===== src/include/pitc_map.svh =====
// Purpose: register offsets, field positions and reset values of the irq/thermal block
// Assumes: APB byte addresses, one 32-bit word per register, data in bits 7:0
// Notes: offsets are local to this block
`ifndef PITC_MAP_SVH
`define PITC_MAP_SVH
// group register offsets: group g at base + 0x10*g
`define PITC_GRP_BASE 12'h000
`define PITC_GRP_STRIDE 12'h010
`define PITC_OFS_FLAGS 12'h000
`define PITC_OFS_BLOCK 12'h004
`define PITC_OFS_LIVE 12'h008
`define PITC_OFS_RISE 12'h048
`define PITC_OFS_FALL 12'h04c
`define PITC_OFS_IRQ_CTRL 12'h050
`define PITC_OFS_THERM_CFG 12'h054
`define PITC_OFS_SYS_STAT 12'h058
// interrupt control fields
`define PITC_CTRL_POL_BIT 0
`define PITC_CTRL_CLR_BIT 1
`define PITC_CTRL_PEND_BIT 2
// thermal config fields
`define PITC_THERM_HDSEL_LO 0
`define PITC_THERM_HDSEL_HI 1
`define PITC_THERM_OFFSLEEP_BIT 2
`define PITC_THERM_IRQSLEEP_BIT 3
// first group hot-die bit
`define PITC_HOT_DIE_BIT 5
// reset values
`define PITC_BLOCK_RST 8'hff
`define PITC_RISE_RST 8'h00
`define PITC_FALL_RST 8'h00
`define PITC_CTRL_RST 8'h00
`define PITC_THERM_RST 8'h00
// hot-die hysteresis in temperature codes
`define PITC_HD_HYST 8'h0a
// shutdown temperature code (degrees C)
`define PITC_TS_LIMIT 8'h94
// hot-die threshold codes (degrees C)
`define PITC_HD_THR0 8'h75
`define PITC_HD_THR1 8'h79
`define PITC_HD_THR2 8'h7d
`define PITC_HD_THR3 8'h82
`endif


===== src/include/pitc_pkg.sv =====
// Purpose: shared types of the irq/thermal block
// Assumes: nothing
// Notes: constants sit in pitc_map.svh
package pitc_pkg;
  typedef enum logic [1:0] {
    PITC_OFF = 2'b00,
    PITC_ACTIVE = 2'b01,
    PITC_SLEEP = 2'b10,
    PITC_BACKUP = 2'b11
  } pitc_pwr_t;
  typedef logic [7:0] pitc_byte_t;
endpackage


===== src/include/pitc_evt_if.sv =====
// Purpose: carries one group's events and clear requests between modules
// Assumes: single clock
// Notes: used between top and pitc_evt_group
`timescale 1ns/1ps
interface pitc_evt_if;
  logic [7:0] evt;
  logic [7:0] block;
  logic [7:0] clrBits;
  logic clrAll;
  logic lineActive;
  logic pendEn;
  logic [7:0] flags;
  modport ctrl (
    output evt,
    output block,
    output clrBits,
    output clrAll,
    output lineActive,
    output pendEn,
    input flags
  );
  modport grp (
    input evt,
    input block,
    input clrBits,
    input clrAll,
    input lineActive,
    input pendEn,
    output flags
  );
endinterface


===== src/logic/pitc_evt_group.sv =====
// Purpose: one group of eight status bits with one pending level each
// Assumes: events are one-cycle pulses; clears are one-cycle pulses
// Notes: set wins over clear; a pending event refills the bit on clear
`timescale 1ns/1ps
module pitc_evt_group
  import pitc_pkg::*;
(
  input wire logic clk,
  input wire logic rst_n,
  pitc_evt_if.grp io
);
  logic [7:0] flags_r;
  logic [7:0] pend_r;
  logic [7:0] clr;
  logic [7:0] live;
  logic [7:0] repeatEvt;

  // masked sources see no event at all
  assign live = io.evt & ~io.block;
  assign clr = io.clrAll ? 8'hff : io.clrBits;
  // same source again while the line is active
  assign repeatEvt = live & flags_r & {8{io.lineActive}};

  // status bits: new sources set at once, pending refills one clear
  always_ff @(posedge clk) begin
    if (!rst_n) begin
      flags_r <= 8'h00;
    end else begin
      // masked bits keep their value until cleared
      // fresh sources set at once, also while the line is active
      flags_r <= (flags_r & ~clr) | (live & ~(flags_r & ~clr)) | (clr & pend_r) | repeatEvt;
    end
  end

  // one pending level per source, latest wins
  always_ff @(posedge clk) begin
    if (!rst_n) begin
      pend_r <= 8'h00;
    end else begin
      // pending storage only when enabled, else discarded
      pend_r <= (pend_r & ~(clr & flags_r)) | (repeatEvt & {8{io.pendEn}} & ~clr);
    end
  end

  assign io.flags = flags_r;
endmodule


===== src/logic/pitc_edge_sync.sv =====
// Purpose: two-flop synchroniser and edge detector for eight lines
// Assumes: lines are asynchronous pins
// Notes: first stage feeds only the second
`timescale 1ns/1ps
module pitc_edge_sync (
  input wire logic clk,
  input wire logic rst_n,
  input wire logic [7:0] pin,
  output logic [7:0] level,
  output logic [7:0] rise,
  output logic [7:0] fall
);
  logic [7:0] s1_r;
  logic [7:0] s2_r;
  logic [7:0] s3_r;

  // synchroniser and history stage
  always_ff @(posedge clk) begin
    if (!rst_n) begin
      s1_r <= 8'h00;
      s2_r <= 8'h00;
      s3_r <= 8'h00;
    end else begin
      s1_r <= pin;
      s2_r <= s1_r;
      s3_r <= s2_r;
    end
  end

  assign level = s2_r;
  assign rise = s2_r & ~s3_r;
  assign fall = ~s2_r & s3_r;
endmodule


===== src/logic/pitc_irq_top.sv =====
// Purpose: interrupt aggregator with hot-die and thermal-shutdown monitor, APB registers
// Assumes: 10 MHz clk, synchronous active-low rst_n, die temperature as a code in degrees C
// Notes: APB answers with zero wait states; unmapped reads return zero with pslverr
//
// Design decisions made here: the register offsets and the APB register port.
`timescale 1ns/1ps
`include "pitc_map.svh"
module pitc_irq_top
  import pitc_pkg::*;
(
  input wire logic clk,
  input wire logic rst_n,
  input wire logic psel,
  input wire logic penable,
  input wire logic pwrite,
  input wire logic [11:0] paddr,
  input wire logic [31:0] pwdata,
  output logic [31:0] prdata,
  output logic pready,
  output logic pslverr,
  input wire logic [23:0] srcLevel,
  input wire logic [7:0] gpPin,
  input wire logic [7:0] dieTemp,
  input wire logic [1:0] pwrState,
  input wire logic sleepRequest,
  output logic irqOut,
  output logic sleepGo,
  output logic thermShutdown
);
  logic [7:0] block_r [4];
  logic [7:0] rise_r;
  logic [7:0] fall_r;
  logic [7:0] ctrl_r;
  logic [7:0] therm_r;
  logic [1:0] lastGrp_r;
  logic lastClr_r;
  logic hot_die_event_r;
  logic shutHold_r;
  logic irqOut_r;
  logic sleepGo_r;
  logic shut_r;
  logic [31:0] prdata_r;
  logic pslverr_r;
  logic [23:0] lvl1_r;
  logic [23:0] lvl2_r;
  logic [23:0] lvl3_r;
  logic [7:0] gpLevel;
  logic [7:0] gpRise;
  logic [7:0] gpFall;
  logic [7:0] t1_r;
  logic [7:0] t2_r;
  logic [7:0] hdThr;
  logic [7:0] grpEvt [4];
  logic [7:0] grpFlags [4];
  logic [7:0] clrBits [4];
  logic clrAll [4];
  logic lineActive;
  logic anyFlag;
  logic access;
  logic rdEn;
  logic wrEn;
  logic grpHit;
  logic [1:0] grpIdx;
  logic [3:0] grpOfs;
  logic inSleep;
  logic thermOn;
  logic hotEvt;
  logic [1:0] arm_r;
  logic armed;
  logic [8:0] hdLow;
  pitc_pwr_t pwr;

  // bus decode and power-state views; group registers sit in the low 64 bytes
  assign pwr = pitc_pwr_t'(pwrState);
  assign inSleep = (pwr == PITC_SLEEP);
  assign access = psel && penable;
  assign rdEn = access && !pwrite;
  assign wrEn = access && pwrite;
  assign grpIdx = paddr[5:4];
  assign grpOfs = paddr[3:0];
  assign grpHit = (paddr[11:6] == 6'h00) && (grpOfs <= 4'h8) && (paddr[1:0] == 2'b00);

  // source lines come from other domains: two flops before use
  always_ff @(posedge clk) begin
    if (!rst_n) begin
      lvl1_r <= 24'h000000;
      lvl2_r <= 24'h000000;
      lvl3_r <= 24'h000000;
      t1_r <= 8'h00;
      t2_r <= 8'h00;
    end else begin
      lvl1_r <= srcLevel;
      lvl2_r <= lvl1_r;
      lvl3_r <= lvl2_r;
      t1_r <= dieTemp;
      t2_r <= t1_r;
    end
  end

  pitc_edge_sync gpSync (
    .clk(clk),
    .rst_n(rst_n),
    .pin(gpPin),
    .level(gpLevel),
    .rise(gpRise),
    .fall(gpFall)
  );

  // after reset the sync stages still hold zeros while the pins may sit
  // high; the first compare would look like an edge, so events wait
  // until every stage carries a real pin value
  always_ff @(posedge clk) begin
    if (!rst_n) begin
      arm_r <= 2'h0;
    end else if (arm_r != 2'h3) begin
      arm_r <= arm_r + 2'h1;
    end
  end
  assign armed = (arm_r == 2'h3);

  // thermal protection off in backup and off, optionally off in sleep
  assign thermOn = (pwr == PITC_ACTIVE) ||
    (inSleep && !therm_r[`PITC_THERM_OFFSLEEP_BIT]);

  // hot-die threshold from the two-bit select
  // thresholds rise with the select code, lowest at zero
  always_comb begin
    case (therm_r[`PITC_THERM_HDSEL_HI:`PITC_THERM_HDSEL_LO])
      2'b00: hdThr = `PITC_HD_THR0;
      2'b01: hdThr = `PITC_HD_THR1;
      2'b10: hdThr = `PITC_HD_THR2;
      default: hdThr = `PITC_HD_THR3;
    endcase
  end

  // release point sits the hysteresis below the threshold; nine bits so
  // a hot code near the top of the range cannot wrap and drop the flag
  assign hdLow = {1'b0, t2_r} + {1'b0, `PITC_HD_HYST};

  // hot-die detector with hysteresis, one event per crossing
  always_ff @(posedge clk) begin
    if (!rst_n) begin
      hot_die_event_r <= 1'b0;
    end else if (!hot_die_event_r && t2_r > hdThr) begin
      hot_die_event_r <= 1'b1;
    end else if (hot_die_event_r && hdLow < {1'b0, hdThr}) begin
      hot_die_event_r <= 1'b0;
    end
  end
  // hot-die event only in active and sleep
  assign hotEvt = !hot_die_event_r && (t2_r > hdThr) &&
    (pwr == PITC_ACTIVE || pwr == PITC_SLEEP);

  // shutdown above limit; restart held until below hot-die threshold
  // the hot-die flag outlives the hold: it needs the die the hysteresis below the threshold
  always_ff @(posedge clk) begin
    if (!rst_n) begin
      shutHold_r <= 1'b0;
    end else if (thermOn && t2_r > `PITC_TS_LIMIT) begin
      shutHold_r <= 1'b1;
    end else if (t2_r < hdThr) begin
      shutHold_r <= 1'b0;
    end
  end

  // group events: groups 1..3 on both edges except group 1 bit 5 (hot-die and shutdown), group 4 per select
  always_comb begin
    grpEvt[0] = lvl2_r[7:0] ^ lvl3_r[7:0];
    grpEvt[0][`PITC_HOT_DIE_BIT] = hotEvt || (thermOn && !shutHold_r &&
      t2_r > `PITC_TS_LIMIT);
    grpEvt[1] = lvl2_r[15:8] ^ lvl3_r[15:8];
    grpEvt[2] = lvl2_r[23:16] ^ lvl3_r[23:16];
    grpEvt[3] = (gpRise & rise_r) | (gpFall & fall_r);
    // no events while the sync stages fill after reset
    for (int g = 0; g < 4; g++) begin
      if (!armed) begin
        grpEvt[g] = 8'h00;
      end
    end
  end

  // clear requests: read or write per the method bit, one group at a time
  always_comb begin
    for (int g = 0; g < 4; g++) begin
      clrBits[g] = 8'h00;
      clrAll[g] = 1'b0;
    end
    // consecutive clears of the same register count once
    if (grpHit && grpOfs == 4'h0 && access &&
        !(lastClr_r && lastGrp_r == grpIdx)) begin
      if (!ctrl_r[`PITC_CTRL_CLR_BIT] && rdEn) begin
        clrAll[grpIdx] = 1'b1;
      end else if (ctrl_r[`PITC_CTRL_CLR_BIT] && wrEn) begin
        clrBits[grpIdx] = pwdata[7:0];
      end
    end
  end

  // remembers the last register touched, for the two-clear rule
  // any access elsewhere re-arms the next clear of the flags register
  always_ff @(posedge clk) begin
    if (!rst_n) begin
      lastClr_r <= 1'b0;
      lastGrp_r <= 2'b00;
    end else if (access) begin
      lastClr_r <= grpHit && grpOfs == 4'h0;
      lastGrp_r <= grpIdx;
    end
  end

  // four status groups
  // each group gets its own bundle of event, block and clear lines
  for (genvar g = 0; g < 4; g++) begin : grp
    pitc_evt_if gi ();
    assign gi.evt = grpEvt[g];
    assign gi.block = block_r[g];
    assign gi.clrBits = clrBits[g];
    assign gi.clrAll = clrAll[g];
    assign gi.lineActive = lineActive;
    assign gi.pendEn = ctrl_r[`PITC_CTRL_PEND_BIT];
    assign grpFlags[g] = gi.flags;
    pitc_evt_group u (
      .clk(clk),
      .rst_n(rst_n),
      .io(gi)
    );
  end

  // any set flag holds the line; only all-clear releases it
  assign anyFlag = |{grpFlags[0], grpFlags[1], grpFlags[2], grpFlags[3]};
  assign lineActive = anyFlag;

  // output line: polarity, suppressed in sleep unless allowed
  // the line follows the flags one cycle late, so it never glitches
  always_ff @(posedge clk) begin
    if (!rst_n) begin
      irqOut_r <= 1'b1;
    end else begin
      irqOut_r <= ctrl_r[`PITC_CTRL_POL_BIT] ~^ (anyFlag &&
        (!inSleep || therm_r[`PITC_THERM_IRQSLEEP_BIT]));
    end
  end

  // sleep proceeds only with no flag standing
  // a masked flag that is still set holds off sleep too, as the line stays up
  always_ff @(posedge clk) begin
    if (!rst_n) begin
      sleepGo_r <= 1'b0;
      shut_r <= 1'b0;
    end else begin
      sleepGo_r <= sleepRequest && !anyFlag;
      shut_r <= shutHold_r;
    end
  end

  // software-written registers
  // every source starts masked, so stray edges after power-up are dropped
  always_ff @(posedge clk) begin
    if (!rst_n) begin
      for (int g = 0; g < 4; g++) begin
        block_r[g] <= `PITC_BLOCK_RST;
      end
      rise_r <= `PITC_RISE_RST;
      fall_r <= `PITC_FALL_RST;
      ctrl_r <= `PITC_CTRL_RST;
      therm_r <= `PITC_THERM_RST;
    end else if (wrEn) begin
      if (grpHit && grpOfs == 4'h4) begin
        block_r[grpIdx] <= pwdata[7:0];
      end
      case (paddr)
        `PITC_OFS_RISE: rise_r <= pwdata[7:0];
        `PITC_OFS_FALL: fall_r <= pwdata[7:0];
        `PITC_OFS_IRQ_CTRL: ctrl_r <= pwdata[7:0];
        `PITC_OFS_THERM_CFG: therm_r <= pwdata[7:0];
        default: ;
      endcase
    end
  end

  // read data and error, registered for the access phase
  // a flags read clears at the access edge; an event in that cycle still sets
  always_ff @(posedge clk) begin
    if (!rst_n) begin
      prdata_r <= 32'h00000000;
      pslverr_r <= 1'b0;
    end else if (psel && !penable) begin
      pslverr_r <= 1'b0;
      prdata_r <= 32'h00000000;
      if (grpHit) begin
        case (grpOfs)
          4'h0: prdata_r <= {24'h000000, grpFlags[grpIdx]};
          4'h4: prdata_r <= {24'h000000, block_r[grpIdx]};
          default: prdata_r <= {24'h000000,
            grpIdx == 2'd3 ? gpLevel : lvl2_r[grpIdx*8 +: 8]};
        endcase
      end else begin
        case (paddr)
          `PITC_OFS_RISE: prdata_r <= {24'h000000, rise_r};
          `PITC_OFS_FALL: prdata_r <= {24'h000000, fall_r};
          `PITC_OFS_IRQ_CTRL: prdata_r <= {24'h000000, ctrl_r};
          `PITC_OFS_THERM_CFG: prdata_r <= {24'h000000, therm_r};
          `PITC_OFS_SYS_STAT: prdata_r <= {29'h0, shutHold_r, hot_die_event_r, anyFlag};
          default: pslverr_r <= 1'b1;
        endcase
      end
    end else if (access) begin
      // the error flag stands for the access cycle only
      pslverr_r <= 1'b0;
    end
  end

  // outputs straight from their flops, pready tied high
  assign prdata = prdata_r;
  assign pready = 1'b1;
  assign pslverr = pslverr_r;
  assign irqOut = irqOut_r;
  assign sleepGo = sleepGo_r;
  assign thermShutdown = shut_r;
endmodule


===== config.mk =====
export PLATFORM = sky130hd
export DESIGN_NAME = pitc_irq_top
export DESIGN_NICKNAME = d
export VERILOG_FILES = /design/src/include/pitc_pkg.sv /design/src/include/pitc_evt_if.sv /design/src/logic/pitc_evt_group.sv /design/src/logic/pitc_edge_sync.sv /design/src/logic/pitc_irq_top.sv
export VERILOG_INCLUDE_DIRS = /design/src /design/src/include
export SDC_FILE = /design/constraint.sdc
export NUM_CORES = 1
export LEC_CHECK = 0
export BUFFER_PORTS_ARGS = -buffer_cell sky130_fd_sc_hd__buf_2
export CELL_PAD_IN_SITES_DETAIL_PLACEMENT = 0
export CELL_PAD_IN_SITES_GLOBAL_PLACEMENT = 1
export CORE_MARGIN = 10
export CORE_UTILIZATION = 45
export DETAILED_ROUTE_END_ITERATION = 6
export PLACE_DENSITY_LB_ADDON = 0.05
export SETUP_SLACK_MARGIN = 0.05
export SYNTH_ARGS = -nofsm -noshare
export SYNTH_HDL_FRONTEND = slang
export SYNTH_SLANG_ARGS = --single-unit

===== constraint.sdc =====
create_clock -name clk -period 2.91 [get_ports clk]
set_input_delay 0.4365 -clock clk [delete_from_list [all_inputs] [get_ports clk]]
set_output_delay 0.4365 -clock clk [all_outputs]
set_load 0.01 [all_outputs]

* Yosys cells after proc, flatten, opt, wreduce, memory -nomap -nowiden
Memory sizes are Yosys's and may differ from the RTL's.
Index checks and enable logic that the tools add are counted.
** Word-level totals
- Input bits :: 92
- Memories :: 1
- RAM bits :: 32
- Output and inout bits :: 37
- Register bits after elaboration :: 251
- Word-level logic and storage cells :: 231
** Memories
- block_r :: words 4, bits a word 8, read ports 5, clocked after memory_dff 0, write ports 4, RTL line pitc_irq_top.sv:30 : logic [7:0] block_r [4];
** Cells by class
- Order comparisons :: 7
- Equality and inequality tests :: 14
- Shifts and indexed selects :: 1
- Reductions and logical operators :: 50
- Multiplexer cells :: 41
- Bitwise operators :: 85
- Add/subtract/negate cells :: 2
** Operators with widths (number)
- bitwise AND 8 bit :: 44
- NOT 8 bit :: 18
- bitwise OR 8 bit :: 17
- two-way mux 32 bit :: 4
- two-way mux 8 bit :: 13
- == test 12 x 7 -> 1 bit, second input constant :: 5
- one-hot mux 8 bit (5 select lines) :: 1
- bitwise AND 32 bit :: 1
- OR reduction 32 bit :: 1
- one-hot mux 8 bit (3 select lines) :: 1
- variable part select 24 x 6 -> 8 bit :: 1
- bitwise XOR 8 bit :: 3
- logical AND 1 bit :: 23
- binary-select mux 8 bit (select 2 bit) :: 1
- demux 8 bit (select 2 bit) :: 1
- one-hot mux 8 bit (2 select lines) :: 1
- two-way mux 1 bit :: 15
- adder 8 x 4 -> 9 bit, second input constant :: 1
- logical NOT 1 bit :: 9
- < comparator 9 x 8 -> 1 bit :: 1
- == test 2 bit, second input constant :: 4
- greater-than comparator 8 bit :: 1
- greater-than comparator 8 bit, second input constant :: 1
- < comparator 8 bit :: 1
- other kinds (21) :: 32

* Logic depth before layout (Yosys ltp)
- Depth in word-level cells :: 17
- Depth in mapped cells :: 9
- Depth with buffers taken out :: 9

* Hierarchy
From an unflattened synthesis, not the netlist that was laid out.
** Unflattened totals
- Cell total of the unflattened synthesis :: 1195
- Area, all modules :: 12040.3 sq um
** By module, submodules not included
- pitc_irq_top :: area each 8192.9 sq um, seq. area each 3723.6 sq um, times used 1, cells an instance 793
- pitc_evt_group :: area each 770.7 sq um, seq. area each 320.3 sq um, times used 4, cells an instance 84
- pitc_edge_sync :: area each 764.5 sq um, seq. area each 480.5 sq um, times used 1, cells an instance 66

* Worst setup path before layout
Ideal clock, no wire load.
- Path type :: input port to flip-flop
- From :: in paddr[9]
- To :: mem block_r[2][0], enable pin
- Buffers on the path :: 1
- Stages :: 4
- Arrival :: 2.008 ns
- Path slack :: 0.518 ns
- Data required time :: 2.526 ns
- Library setup time :: 0.384 ns
- Cells stage by stage :: nor4_4 clkbuf_1 nand4_1 o21ai_0
** RTL lines
- start, declared :: RTL line pitc_irq_top.sv:16 : input wire logic [11:0] paddr,
- end, declared :: RTL line pitc_irq_top.sv:30

* Final worst setup path
- From :: reg therm_r[0]
- To :: reg grp[0].u.pend_r[5]
** Between the ends
- Longest elaborated chain between the ends :: 13
- Elaborated cells on any way between the ends :: 15
- Classes of those cells :: order compare (1); eq/ne (2); mux (2); bitwise (6); reduce/logical (4)
** RTL lines
- start, declared :: RTL line pitc_irq_top.sv:34 : logic [7:0] therm_r;
- start signal, assigned :: RTL line pitc_irq_top.sv:266 : therm_r <= `PITC_THERM_RST;
- start signal, assigned :: RTL line pitc_irq_top.sv:275 : `PITC_OFS_THERM_CFG: therm_r <= pwdata[7:0];
- == test 2 bit, or another cell as far along :: RTL line pitc_irq_top.sv:128 : case (therm_r[`PITC_THERM_HDSEL_HI:`PITC_THERM_HDSEL_LO])
- one-hot mux 8 bit (3 select lines) (*) :: RTL line pitc_irq_top.sv:128
- greater-than comparator 8 bit (*) :: RTL line pitc_irq_top.sv:151 : assign hotEvt = !hot_die_event_r && (t2_r > hdThr) &&
- logical AND 1 bit (*) (2 in a row) :: RTL line pitc_irq_top.sv:151
- logical OR 1 bit (*) :: RTL line pitc_irq_top.sv:169 : grpEvt[0][`PITC_HOT_DIE_BIT] = hotEvt || (thermOn && !shutHold_r &&
- two-way mux 8 bit (*) :: RTL line pitc_irq_top.sv:176 : if (!armed) begin
- bitwise AND 8 bit (*) :: RTL line pitc_evt_group.sv:19 : assign live = io.evt & ~io.block;
- bitwise AND 8 bit (*) (2 in a row) :: RTL line pitc_evt_group.sv:22 : assign repeatEvt = live & flags_r & {8{io.lineActive}};
- bitwise AND 8 bit (*) (2 in a row) :: RTL line pitc_evt_group.sv:41 : pend_r <= (pend_r & ~(clr & flags_r)) | (repeatEvt & {8{io.pendEn}} & ~clr);
- bitwise OR 8 bit (*) :: RTL line pitc_evt_group.sv:41
- end signal, assigned :: RTL line pitc_evt_group.sv:41
- end, declared :: RTL line pitc_evt_group.sv:13 : logic [7:0] pend_r;
Every way passes the cells marked *; elsewhere a longest branch is shown, timed or not.
A chain may end at the register's enable or synchronous reset.

==> metrics.txt <==
Max H-tree Level 1; crit path time final 2.57 ns; CTS Buf Count 29; synth unique cells 61; dpl cell area 12,400 µm²; drt pass-1 iters 5; area of the mapped netlist 11,500 µm²; unrepaired setup endpoints after global routing false; WS Path Type reg -> reg; most frequent cell after synthesis dfxtp_1; slowest stage delay, CP 0.46 ns; DRT Wirelength 32,900 µm; Area contributors post-synth dfxtp_1 39%, edfxtp_1 8.4%, and2_1 6.2%; Final Cell Area 13,400 µm²; most common flop cell mapped by yosys dfxtp_1; Avg Cell Area, Syn 10.6 µm²; period utilisation layout 0.884; Clk pin slew, worst setup/hold paths 0.06 ns; clock sink count ~260; crit path launch type register; r2r startpoint therm_r[0]; Crit path buffers/inverters 1; Max Fclk 389 MHz; sequential share of the synthesized area 0.477; hold_buf cts 0; setup TNS 0 ns; RePlAce Congestion 0.868; Critical Path Fanout Max 6; setup bufs post-CTS 0; VDD IR max 0.000425 V; post-CTS sizing 0; Slew Viols, Final 0; vias per cell 5.52; worst slew pin tran 0.876 ns; Die X 180 µm; Die ar. approximately 32,000 µm²; EDFF count, synth 32; fraction of layout cells with a size suffix above 1 0.185; DRC 0; share of the synthesized area in the top cell type 0.394; grt ovf 0; routed length per instance roughly 21 µm; Initial Util 0.456; Cell Rows 58; Final Hold Vio Count 0; io pins between 100 and 150; via count 8,515; Yosys top cell by area dfxtp_1; synth warn 0; critical path's top delay family compound AO/OA/AOI/OAI gates; fill cell count 2,315; Crit. End Element register; #FFs+latches synth 258; Worst-Skew Late Latency 0.57 ns; Synth async-reset ratio 0; CTS Root Cell clkbuf_16; CP max stage cell o32a_1; setup violators final 0; Crit path required time between 3 and 4 ns; Tightest Hold Check Type in -> reg; PortBufs 79; Leak around 5.2 nW; post-route ant nets 0; Cell Pwr Density 602 nW/µm²; Clock Path Buffers 3; setup slack, reg-to-reg 0.34 ns; Die Ht 180 µm; CORE AREA ~25,000 µm²; critical path cell sequence ha_1, inv_1, o21ai_0, ha_1, and4b_1, a21oi_1, a22oi_1, o32a_1, o21ai_0; critical path depth 9; first-pass GRT wire length 50,800 µm; DR iter-0 viols 678; vias in the first global route 8,480; Layout area overhead 16.8%; slew margin rel. 0.416; Worst EP arrival 3.07 ns; max_cap viols 0; worst clock skew 0.0163 ns; FF-to-FF End grp[0].u.pend_r[5]; Total Nets Final 1,304; CTS tree built; Ant. Diodes 0; status complete, no violations; Synth Instances 1,089; CP endpoint grp[0].u.pend_r[5]; R2R depth 9; Synth top cells by count 226 x dfxtp_1, 113 x and2_1, 50 x nor2_1; DP HPWL 23,900 µm; Total GRT Usage 0.196; Setup crit start therm_r[0]; largest net degree at the start of global routing 75; initial antenna violation count 0
-- layout make-up --
cell class	count	area [µm²]	area share
Inverter	14	52.6	0.00392
Clock buffer	45	867	0.0646
Timing Repair Buffer	133	891	0.0664
Multi-Input combinational cell	754	5590	0.417
Sequential cell	258	5490	0.409
Clock inverter	9	120	0.00895
Tap cell	330	413	0.0308
-- worst register-to-register path, delay by kind of cell, from the launching register on --
kind | cells | cell delay [ns]
simple gates | 1 | 0.23
buf+inv | 1 | 0.20
compound gates | 5 | 1.17
fa+ha+maj | 2 | 0.56
flops | 1 | 0.36
-- sequential cells by signal, indices dropped and copies added (netlist names), 23 cells and up --
name            count
grp.u.pend_r       32
grp.u.io.flags     32
lvl2_r             24
block_r            32
lvl3_r             23
lvl1_r             24
-- cell families after synthesis --
family | count (synthesis) | share of synthesized area
flip-flops | 258 | 0.477
buffers and inverters | 100 | 0.0437
multiplexers | 76 | 0.0931
AND/OR/NAND/NOR | 382 | 0.204
AO/OA/AOI/OAI | 217 | 0.133
adder cells (fa/ha/maj) | 22 | 0.0240
other | 2 | 0.000654
XOR/XNOR | 32 | 0.0244
-- through the flow --
step | worst slack [ns] | hold WS, ns | util | power (mW) | instances
floorplan | 0.518 | 0.412 | - | 4.19 | 1112
global placement | 0.267 | 0.416 | 0.494 | 4.42 | 1489
detailed placement | 0.249 | 0.417 | 0.494 | 4.43 | 1489
CTS | 0.337 | 0.0649 | 0.533 | 8.14 | 1543
global route | 0.114 | 0.0731 | 0.533 | 8.35 | 1543
finish | 0.336 | 0.0808 | 0.533 | 8.07 | 1543
-- cells in the final DEF, fill, tap and decap left out, types with 8 or more instances in the layout --
cell and instances:
or3_1 24, nor3b_1 31, nand2b_1 10, nand4_1 8, a21boi_0 23, nor2_1 50, and2_1 113, o21ai_0 26
o31a_1 24, a211oi_1 10, a21oi_1 23, nor4_1 8, nor2b_1 8, clkbuf_16 30, edfxtp_1 32, and3_1 36
a311oi_1 24, a31oi_1 39, clkbuf_1 9, ha_1 22, xnor2_1 31, inv_1 13, and3b_1 8, o21a_1 17
mux4_2 24, dfxtp_1 226, mux2i_1 45, nand3_1 10, buf_4 48, conb_1 25, o22ai_1 8, nand3b_1 8
buf_2 78, nand2_1 40
-- metal layers --
metal	wire length, µm	share of wire	track usage
met1	15300	0.47	0.270
met5	0	0	0
met2	14900	0.45	0.313
met4	804	0.024	0.0486
met3	1930	0.059	0.0341
-- worst min-delay path by stage --
stage | slack [ns] | cells after the start | start | endpoint
finish | 0.08 | 2 | dieTemp[2] | t1_r[2]
global route | 0.07 | 2 | dieTemp[5] | t1_r[5]
CTS | 0.06 | 2 | srcLevel[20] | lvl1_r[20]
detailed placement | 0.42 | 1 | gpSync.s1_r[1] | gpSync.level[1]
global placement | 0.42 | 1 | t1_r[7] | t2_r[7]
floorplan | 0.41 | 1 | gpSync.s1_r[0] | gpSync.level[0]
-- power breakdown --
group / leakage [nW] / total, mW / switching [mW] / internal, mW
logic: 2.59 / 0.570 / 0.329 / 0.240
registers: 2.17 / 3.78 / 0.0696 / 3.71
clock network: 0.487 / 3.72 / 1.49 / 2.24
total: 5.25 / 8.07 / 1.89 / 6.19
Note: power is estimated with default switching activity, not from simulation.
